<file path="config.mk">
export PLATFORM = sky130hd
export DESIGN_NAME = led_serial_port
export DESIGN_NICKNAME = d
export VERILOG_FILES = /design/src/hw/led_port_pkg.sv /design/src/hw/line_monitor.sv /design/src/hw/control_bank.sv /design/src/hw/led_serial_port.sv
export VERILOG_INCLUDE_DIRS = /design/src /design/src/hw
export SDC_FILE = /design/constraint.sdc
export NUM_CORES = 1
export LEC_CHECK = 0
export BUFFER_PORTS_ARGS = -buffer_cell sky130_fd_sc_hd__buf_2
export CORE_ASPECT_RATIO = 1.1
export CORE_UTILIZATION = 60
export DETAILED_ROUTE_END_ITERATION = 10
export PLACE_DENSITY = 0.89
export SYNTH_ARGS = -nofsm -noshare
export SYNTH_HDL_FRONTEND = slang
export SYNTH_SLANG_ARGS = --single-unit
</file>
<file path="constraint.sdc">
create_clock -name i_clk -period 3.55 [get_ports i_clk]
set_input_delay 0.5325 -clock i_clk [delete_from_list [all_inputs] [get_ports i_clk]]
set_output_delay 0.5325 -clock i_clk [all_outputs]
set_load 0.02 [all_outputs]
</file>
<file path="src/hw/led_port_defs.svh">
`ifndef LED_PORT_DEFS_SVH
`define LED_PORT_DEFS_SVH
`define REG_ENABLE_RUN 8'h00
`define REG_MODE_SEL 8'h01
`define REG_RATIO_HIGH 8'h02
`define REG_RATIO_LOW 8'h03
`define REG_SWITCH_HIGH 8'h04
`define REG_SWITCH_LOW 8'h05
`define REG_MISC_CONFIG 8'h36
`define MASK_ENABLE_RUN 8'h7F
`define MASK_MODE_SEL 8'h3F
`define MASK_HIGH_BYTE 8'h01
`define MASK_FULL_BYTE 8'hFF
`define MASK_MISC_CONFIG 8'h40
`define RST_ENABLE_RUN 8'h00
`define RST_MODE_SEL 8'h00
`define RST_RATIO_HIGH 8'h00
`define RST_RATIO_LOW 8'h00
`define RST_SWITCH_HIGH 8'h01
`define RST_SWITCH_LOW 8'hFF
`define RST_MISC_CONFIG 8'h00
`define POS_DEVICE_ENABLE 6
`define POS_SEQ_ONE 4
`define POS_SEQ_TWO 2
`define POS_SEQ_THREE 0
`define POS_STEP_ENABLE 6
`define SLAVE_ADDR_BASE 7'h32
`define STEP_HOLD_LOW 8'h16
`define STEP_HOLD_HIGH 8'h1E
`define BITS_PER_BYTE 4'h8
`define LAST_TX_BIT 4'h7
`endif

</file>
<file path="src/hw/led_port_pkg.sv">
package led_port_pkg;
	typedef enum logic [2:0] {
		ps_idle,
		ps_addr,
		ps_index,
		ps_wdata,
		ps_rdata,
		ps_skip
	} port_state_t;
	typedef struct packed {
		logic scl;
		logic sda;
	} line_state_t;
	typedef struct packed {
		logic [7:0] enable_and_engine_run;
		logic [7:0] engine_mode_select;
		logic [7:0] ratio_dim_enable_high;
		logic [7:0] ratio_dim_enable_low;
		logic [7:0] output_switch_high;
		logic [7:0] output_switch_low;
		logic [7:0] misc_config;
	} bank_state_t;
	typedef struct packed {
		port_state_t st;
		logic in_ack;
		logic [3:0] cnt;
		logic [7:0] shreg;
		logic rw;
		logic macked;
		logic [7:0] index;
		logic sda_oe;
		logic sda_level;
		logic [6:0] dev_addr;
	} port_core_t;
endpackage

</file>
<file path="src/hw/line_monitor.sv">
`timescale 1ns/1ps
module line_monitor (
	input wire logic i_clk,
	input wire logic i_rst_n,
	input wire logic i_scl,
	input wire logic i_sda,
	output logic o_scl_rise,
	output logic o_scl_fall,
	output logic o_start,
	output logic o_stop
);
	import led_port_pkg::*;
	line_state_t prev;
	line_state_t next_prev;
	// Idle bus is high on both lines, so reset assumes high to avoid a false start.
	always_comb begin
		next_prev.scl = i_scl;
		next_prev.sda = i_sda;
	end
	always_ff @(posedge i_clk or negedge i_rst_n) begin
		if (!i_rst_n) begin
			prev <= 2'b11;
		end else begin
			prev <= next_prev;
		end
	end
	assign o_scl_rise = i_scl && !prev.scl;
	assign o_scl_fall = !i_scl && prev.scl;
	assign o_start = i_scl && prev.scl && prev.sda && !i_sda;
	assign o_stop = i_scl && prev.scl && !prev.sda && i_sda;
endmodule

</file>
<file path="src/hw/control_bank.sv">
`timescale 1ns/1ps
`include "led_port_defs.svh"
module control_bank (
	input wire logic i_clk,
	input wire logic i_rst_n,
	input wire logic i_we,
	input wire logic [7:0] i_waddr,
	input wire logic [7:0] i_wdata,
	input wire logic [7:0] i_raddr,
	output logic [7:0] o_rdata,
	output logic o_device_enable,
	output logic [1:0] o_sequencer_one_run_control,
	output logic [1:0] o_sequencer_two_run_control,
	output logic [1:0] o_sequencer_three_run_control,
	output logic [1:0] o_sequencer_one_operating_mode,
	output logic [1:0] o_sequencer_two_operating_mode,
	output logic [1:0] o_sequencer_three_operating_mode,
	output logic [8:0] o_output_ratiometric_enable,
	output logic [8:0] o_output_switch,
	output logic o_index_step_enable
);
	import led_port_pkg::*;
	bank_state_t bank;
	bank_state_t next_bank;
	// Reserved bits are masked on write, so they always read back as zero.
	always_comb begin
		next_bank = bank;
		if (i_we) begin
			case (i_waddr)
				`REG_ENABLE_RUN: next_bank.enable_and_engine_run = i_wdata & `MASK_ENABLE_RUN;
				`REG_MODE_SEL: next_bank.engine_mode_select = i_wdata & `MASK_MODE_SEL;
				`REG_RATIO_HIGH: next_bank.ratio_dim_enable_high = i_wdata & `MASK_HIGH_BYTE;
				`REG_RATIO_LOW: next_bank.ratio_dim_enable_low = i_wdata;
				`REG_SWITCH_HIGH: next_bank.output_switch_high = i_wdata & `MASK_HIGH_BYTE;
				`REG_SWITCH_LOW: next_bank.output_switch_low = i_wdata;
				`REG_MISC_CONFIG: next_bank.misc_config = i_wdata & `MASK_MISC_CONFIG;
				default: ;
			endcase
		end
	end
	always_comb begin
		case (i_raddr)
			`REG_ENABLE_RUN: o_rdata = bank.enable_and_engine_run;
			`REG_MODE_SEL: o_rdata = bank.engine_mode_select;
			`REG_RATIO_HIGH: o_rdata = bank.ratio_dim_enable_high;
			`REG_RATIO_LOW: o_rdata = bank.ratio_dim_enable_low;
			`REG_SWITCH_HIGH: o_rdata = bank.output_switch_high;
			`REG_SWITCH_LOW: o_rdata = bank.output_switch_low;
			`REG_MISC_CONFIG: o_rdata = bank.misc_config;
			default: o_rdata = 8'h00;
		endcase
	end
	always_ff @(posedge i_clk or negedge i_rst_n) begin
		if (!i_rst_n) begin
			bank.enable_and_engine_run <= `RST_ENABLE_RUN;
			bank.engine_mode_select <= `RST_MODE_SEL;
			bank.ratio_dim_enable_high <= `RST_RATIO_HIGH;
			bank.ratio_dim_enable_low <= `RST_RATIO_LOW;
			bank.output_switch_high <= `RST_SWITCH_HIGH;
			bank.output_switch_low <= `RST_SWITCH_LOW;
			bank.misc_config <= `RST_MISC_CONFIG;
		end else begin
			bank <= next_bank;
		end
	end
	assign o_device_enable = bank.enable_and_engine_run[`POS_DEVICE_ENABLE];
	assign o_sequencer_one_run_control = bank.enable_and_engine_run[`POS_SEQ_ONE +: 2];
	assign o_sequencer_two_run_control = bank.enable_and_engine_run[`POS_SEQ_TWO +: 2];
	assign o_sequencer_three_run_control = bank.enable_and_engine_run[`POS_SEQ_THREE +: 2];
	assign o_sequencer_one_operating_mode = bank.engine_mode_select[`POS_SEQ_ONE +: 2];
	assign o_sequencer_two_operating_mode = bank.engine_mode_select[`POS_SEQ_TWO +: 2];
	assign o_sequencer_three_operating_mode = bank.engine_mode_select[`POS_SEQ_THREE +: 2];
	assign o_output_ratiometric_enable = {bank.ratio_dim_enable_high[0], bank.ratio_dim_enable_low};
	assign o_output_switch = {bank.output_switch_high[0], bank.output_switch_low};
	assign o_index_step_enable = bank.misc_config[`POS_STEP_ENABLE];
endmodule

</file>
<file path="src/hw/led_serial_port.sv">
`timescale 1ns/1ps
`include "led_port_defs.svh"
module led_serial_port (
	input wire logic i_clk,
	input wire logic i_rst_n,
	input wire logic i_scl,
	input wire logic i_sda,
	input wire logic i_slave_addr_strap0,
	input wire logic i_slave_addr_strap1,
	output logic o_sda_out,
	output logic o_sda_oe,
	output logic o_device_enable,
	output logic [1:0] o_sequencer_one_run_control,
	output logic [1:0] o_sequencer_two_run_control,
	output logic [1:0] o_sequencer_three_run_control,
	output logic [1:0] o_sequencer_one_operating_mode,
	output logic [1:0] o_sequencer_two_operating_mode,
	output logic [1:0] o_sequencer_three_operating_mode,
	output logic [8:0] o_output_ratiometric_enable,
	output logic [8:0] o_output_switch,
	output logic o_index_step_enable
);
	import led_port_pkg::*;
	port_core_t core;
	port_core_t next_core;
	logic scl_rise;
	logic scl_fall;
	logic start_seen;
	logic stop_seen;
	logic bank_we;
	logic [7:0] bank_raddr;
	logic [7:0] bank_rdata;
	logic byte_done;
	logic addr_hit;
	logic in_hold;

	line_monitor u_line (
		.i_clk(i_clk),
		.i_rst_n(i_rst_n),
		.i_scl(i_scl),
		.i_sda(i_sda),
		.o_scl_rise(scl_rise),
		.o_scl_fall(scl_fall),
		.o_start(start_seen),
		.o_stop(stop_seen)
	);

	control_bank u_bank (
		.i_clk(i_clk),
		.i_rst_n(i_rst_n),
		.i_we(bank_we),
		.i_waddr(core.index),
		.i_wdata(core.shreg),
		.i_raddr(bank_raddr),
		.o_rdata(bank_rdata),
		.o_device_enable(o_device_enable),
		.o_sequencer_one_run_control(o_sequencer_one_run_control),
		.o_sequencer_two_run_control(o_sequencer_two_run_control),
		.o_sequencer_three_run_control(o_sequencer_three_run_control),
		.o_sequencer_one_operating_mode(o_sequencer_one_operating_mode),
		.o_sequencer_two_operating_mode(o_sequencer_two_operating_mode),
		.o_sequencer_three_operating_mode(o_sequencer_three_operating_mode),
		.o_output_ratiometric_enable(o_output_ratiometric_enable),
		.o_output_switch(o_output_switch),
		.o_index_step_enable(o_index_step_enable)
	);

	assign byte_done = !core.in_ack && core.cnt == `BITS_PER_BYTE;
	assign addr_hit = core.shreg[7:1] == core.dev_addr;
	assign in_hold = core.index >= `STEP_HOLD_LOW && core.index <= `STEP_HOLD_HIGH;
	// While reading, the byte after the current index is prepared so it can go out on the ack edge.
	assign bank_raddr = (core.st == ps_rdata) ? core.index + 8'h01 : core.index;

	always_comb begin
		next_core = core;
		bank_we = 1'b0;
		if (core.st == ps_idle) begin
			// Straps are only followed between transactions so the address never shifts mid-frame.
			next_core.dev_addr = `SLAVE_ADDR_BASE + {5'h00, i_slave_addr_strap1, i_slave_addr_strap0};
		end
		if (start_seen) begin
			next_core.st = ps_addr;
			next_core.in_ack = 1'b0;
			next_core.cnt = 4'h0;
			next_core.sda_oe = 1'b0;
		end else if (stop_seen) begin
			next_core.st = ps_idle;
			next_core.in_ack = 1'b0;
			next_core.cnt = 4'h0;
			next_core.sda_oe = 1'b0;
		end else begin
			case (core.st)
				ps_addr, ps_index, ps_wdata: begin
					if (scl_rise && !core.in_ack && core.cnt != `BITS_PER_BYTE) begin
						next_core.shreg = {core.shreg[6:0], i_sda};
						next_core.cnt = core.cnt + 4'h1;
					end
					if (scl_fall && byte_done) begin
						next_core.in_ack = 1'b1;
						next_core.cnt = 4'h0;
						next_core.sda_oe = 1'b1;
						case (core.st)
							ps_addr: begin
								if (!addr_hit) begin
									next_core.st = ps_skip;
									next_core.sda_oe = 1'b0;
									next_core.in_ack = 1'b0;
								end else begin
									next_core.rw = core.shreg[0];
								end
							end
							ps_index: next_core.index = core.shreg;
							ps_wdata: bank_we = 1'b1;
							default: ;
						endcase
					end else if (scl_fall && core.in_ack) begin
						next_core.in_ack = 1'b0;
						next_core.sda_oe = 1'b0;
						case (core.st)
							ps_addr: begin
								if (core.rw) begin
									next_core.st = ps_rdata;
									next_core.shreg = bank_rdata;
									next_core.sda_oe = !bank_rdata[7];
								end else begin
									next_core.st = ps_index;
								end
							end
							ps_index: next_core.st = ps_wdata;
							ps_wdata: begin
								if (o_index_step_enable && !in_hold) begin
									next_core.index = core.index + 8'h01;
								end
							end
							default: ;
						endcase
					end
				end
				ps_rdata: begin
					if (!core.in_ack) begin
						if (scl_fall) begin
							if (core.cnt == `LAST_TX_BIT) begin
								next_core.in_ack = 1'b1;
								next_core.sda_oe = 1'b0;
								next_core.cnt = 4'h0;
								next_core.macked = 1'b0;
							end else begin
								next_core.cnt = core.cnt + 4'h1;
								next_core.shreg = {core.shreg[6:0], 1'b0};
								next_core.sda_oe = !core.shreg[6];
							end
						end
					end else begin
						if (scl_rise) begin
							next_core.macked = !i_sda;
						end
						if (scl_fall) begin
							next_core.in_ack = 1'b0;
							if (core.macked) begin
								next_core.index = core.index + 8'h01;
								next_core.shreg = bank_rdata;
								next_core.sda_oe = !bank_rdata[7];
							end else begin
								next_core.st = ps_skip;
							end
						end
					end
				end
				default: ;
			endcase
		end
	end

	always_ff @(posedge i_clk or negedge i_rst_n) begin
		if (!i_rst_n) begin
			core <= '0;
		end else begin
			core <= next_core;
		end
	end

	// The pin is only ever pulled low; the high level comes from the bus pull-up.
	assign o_sda_out = core.sda_level;
	assign o_sda_oe = core.sda_oe;
endmodule

</file>
==> flow_metrics.tcl <==
set metrics [dict create \
    chipWidth_um 83.28 \
    cts_tree "yes" \
    antenna_found_initial 0 \
    wirelength_um 12740 \
    multiInputGateArea_sq_um 2494 \
    die_h_um 91.41 \
    gp_congestion 0.9363 \
    drc_errors 0 \
    path_max_fanout 16 \
    ant_nets 0 \
    cpLargestDelayFamily "compound AO/OA/AOI/OAI gates" \
    startpoint "core[33]" \
    synth-edff-count 0 \
    layout_common_cells "dfrtp_1, nand2_1, buf_2" \
    num_antenna_cells 0 \
    synth_nets 485 \
    fin_skew_ps 13.38 \
    cts_buffers 9 \
    ctsHoldBuffers 0 \
    critPathMaxStageDelay_ps 720 \
    routed-via-count 4142 \
    r2r_cells 6 \
    max_cap_viol_count 0 \
    firstDrtPassIters 6 \
    core_sq_um 7007 \
    cp_slowest_cell "nor3b_2" \
    layout.nets 508 \
    finalSetupViolations 0 \
    r2r-end "o_sda_oe" \
    p_per_area_nw_per_um2 534.5 \
    ys_async_sr_fraction 1.000 \
    worst_pin_slew_ps 764.3 \
    worstSetupEndpoint "o_sda_oe" \
    fmax_mhz 340.9 \
    finalHoldViolations 0 \
    drive_gt1_frac 0.2555 \
    grt_pass1_vias 3937 \
    maxSlewHeadroom 0.4882 \
    ys_seq_elements 65 \
    tns_ps 0 \
    seqCellArea_sq_um 1640 \
    rsz0062_at_grt "false" \
    via_per_inst 7.068 \
    final_util 0.6798 \
    ioPinCount 40 \
    grt_first_pass_wirelength_um 20780 \
    report.final.slew_viol_count 0 \
    status "complete, no violations" \
    root_buffer "clkbuf_8" \
    critPathKind "reg2reg" \
    synth_cells 473 \
    critPathRequiredTime_ps 3800 \
    fin_crit_ps 2934 \
    netlist_area_sq_um 4360 \
    clock_sinks 65 \
    yosys_warnings 0 \
    port_buffers 38 \
    cp_cell_sequence "nor3b_2 > buf_4 > nand2_1 > o21ai_0 > a32oi_1 > a221o_1" \
    synthDistinctLibCells 75 \
    routedWlPerCell_um 21.73 \
    critPathCaptureType "flop" \
    synth-main-ff-cell "dfrtp_1" \
    clkTransAtPathRegs_ps 80 \
    fill_cells 524 \
    cts_max_level 3 \
    period_share 0.8264 \
    final_common_cell "dfrtp_1" \
    hp-class "in2async" \
    drtIter0Drc 700 \
    grt_overflow_total 0 \
    insertion_delay_ps 360 \
    critical_path_buf_inv_count 1 \
    clk_path_buf_depth 2 \
    regToRegSetupSlack_ps 620 \
    cts_resized 0 \
    area.growth.synth_to_final_pct 9.240 \
    die-area_sq_um 7613 \
    initial_core_util 0.6223 \
    hpwlAfterDp_um 8776 \
    peakVddDrop_mv 0.4080 \
    cp.depth 6 \
    crit_path_start_kind "flop" \
    track_usage 0.3499 \
    r2r-start "core[33]" \
    core.rowCount 32 \
    cts_setup_buffers 0 \
    yosysSeqAreaShare 0.3762 \
    worstPathArrival_ps 3180 \
    avgSynthCellArea_sq_um 9.219 \
    grt_max_degree 30 \
    p_leak_nw 2.142 \
]
==> final cells by class <==
class | count | area share
timing repair buffer | 52 | 0.06199
clock buffer | 9 | 0.02600
clock inverter | 7 | 0.01077
multi-input combinational | 354 | 0.5235
tap | 85 | 0.02233
sequential | 65 | 0.3444
inverter | 14 | 0.01103
==> cells in the mapped netlist, drive strengths merged, types with 4 or more instances <==
master / n / area, sq um
dfrtp: 54 / 1351
clkbuf: 20 / 75.07
buf: 20 / 98.84
nand2b: 4 / 25.02
a21oi: 25 / 125.1
or2: 4 / 25.03
a32oi: 9 / 78.83
ha: 6 / 75.07
a22o: 4 / 35.03
xor2: 6 / 52.55
a31oi: 4 / 40.04
nand3: 19 / 95.09
and3: 5 / 31.28
mux2: 33 / 371.6
a221o: 6 / 60.06
nor4b: 4 / 62.56
nand2: 47 / 176.4
nor3b: 5 / 58.80
o21a: 4 / 30.03
o21ai: 34 / 170.2
nor2b: 5 / 31.28
a211o: 4 / 35.03
dfstp: 11 / 289.0
nor3: 19 / 111.4
inv: 14 / 52.55
o31ai: 5 / 37.54
a2bb2oi: 5 / 43.79
mux2i: 8 / 80.08
a221oi: 5 / 43.79
a22oi: 10 / 75.07
nor2: 20 / 75.07
==> per-stage QoR <==
stage	hold slack, ps	total power, mW	std cells	setup WS (ps)	area, sq um
3_5_place_dp	474.6	1.935	570	782.8	4588
3_3_place_gp	469.8	1.904	570	801.7	4588
4_1_cts	97.90	2.517	586	732.2	4763
5_1_grt	96.62	2.676	586	490.7	4763
6_report	95.42	2.546	586	616.4	4763
2_1_floorplan	236.9	1.677	473	687.4	4360
==> cells by family after synthesis <==
family / after synthesis / share of synthesized area
other: 1 / 0.0008600
adders and majority gates: 6 / 0.01722
and+or+nand+nor: 148 / 0.1880
AOI/OAI and AO/OA: 149 / 0.2442
DFF: 65 / 0.3762
muxes: 41 / 0.1036
buffers and inverters: 54 / 0.05194
xor gates and xnor gates: 9 / 0.01808
==> sequential cells by signal, indices dropped and copies added, names as in the netlist <==
name	flops
core	30
u_bank.o_output_ratiometric_enable	9
u_bank.o_output_switch	9
u_bank.o_sequencer_one_operating_mode	2
u_bank.o_sequencer_one_run_control	2
u_bank.o_sequencer_three_operating_mode	2
u_bank.o_sequencer_three_run_control	2
u_bank.o_sequencer_two_operating_mode	2
u_bank.o_sequencer_two_run_control	2
u_line.prev	2
o_sda_oe	1
u_bank.o_device_enable	1
u_bank.o_index_step_enable	1
==> power by group <==
group	internal, mW	leakage, nW	switching, mW
combinational	0.367	1.23	0.528
clock	0.258	0.0864	0.327
sequential	0.836	0.823	0.231
total	1.46	2.14	1.09
==> worst min-delay path by stage <==
stage	start	endpoint	slack, ps	cells past startpoint
after global placement	i_rst_n	core[12]	470	1
after floorplan	i_rst_n	core[0]	240	0
after global routing	i_rst_n	core[25]	100	1
final	i_rst_n	core[25]	100	1
after detailed placement	i_rst_n	core[12]	470	1
after CTS	i_rst_n	core[25]	100	1
==> routing by layer <==
layer,routed length (um),GRT usage
met3,1077,0.08000
met4,644,0.1753
met5,0,0
met2,6123,0.5697
met1,4890,0.4366
Note: power is estimated with default switching activity, not from simulation.
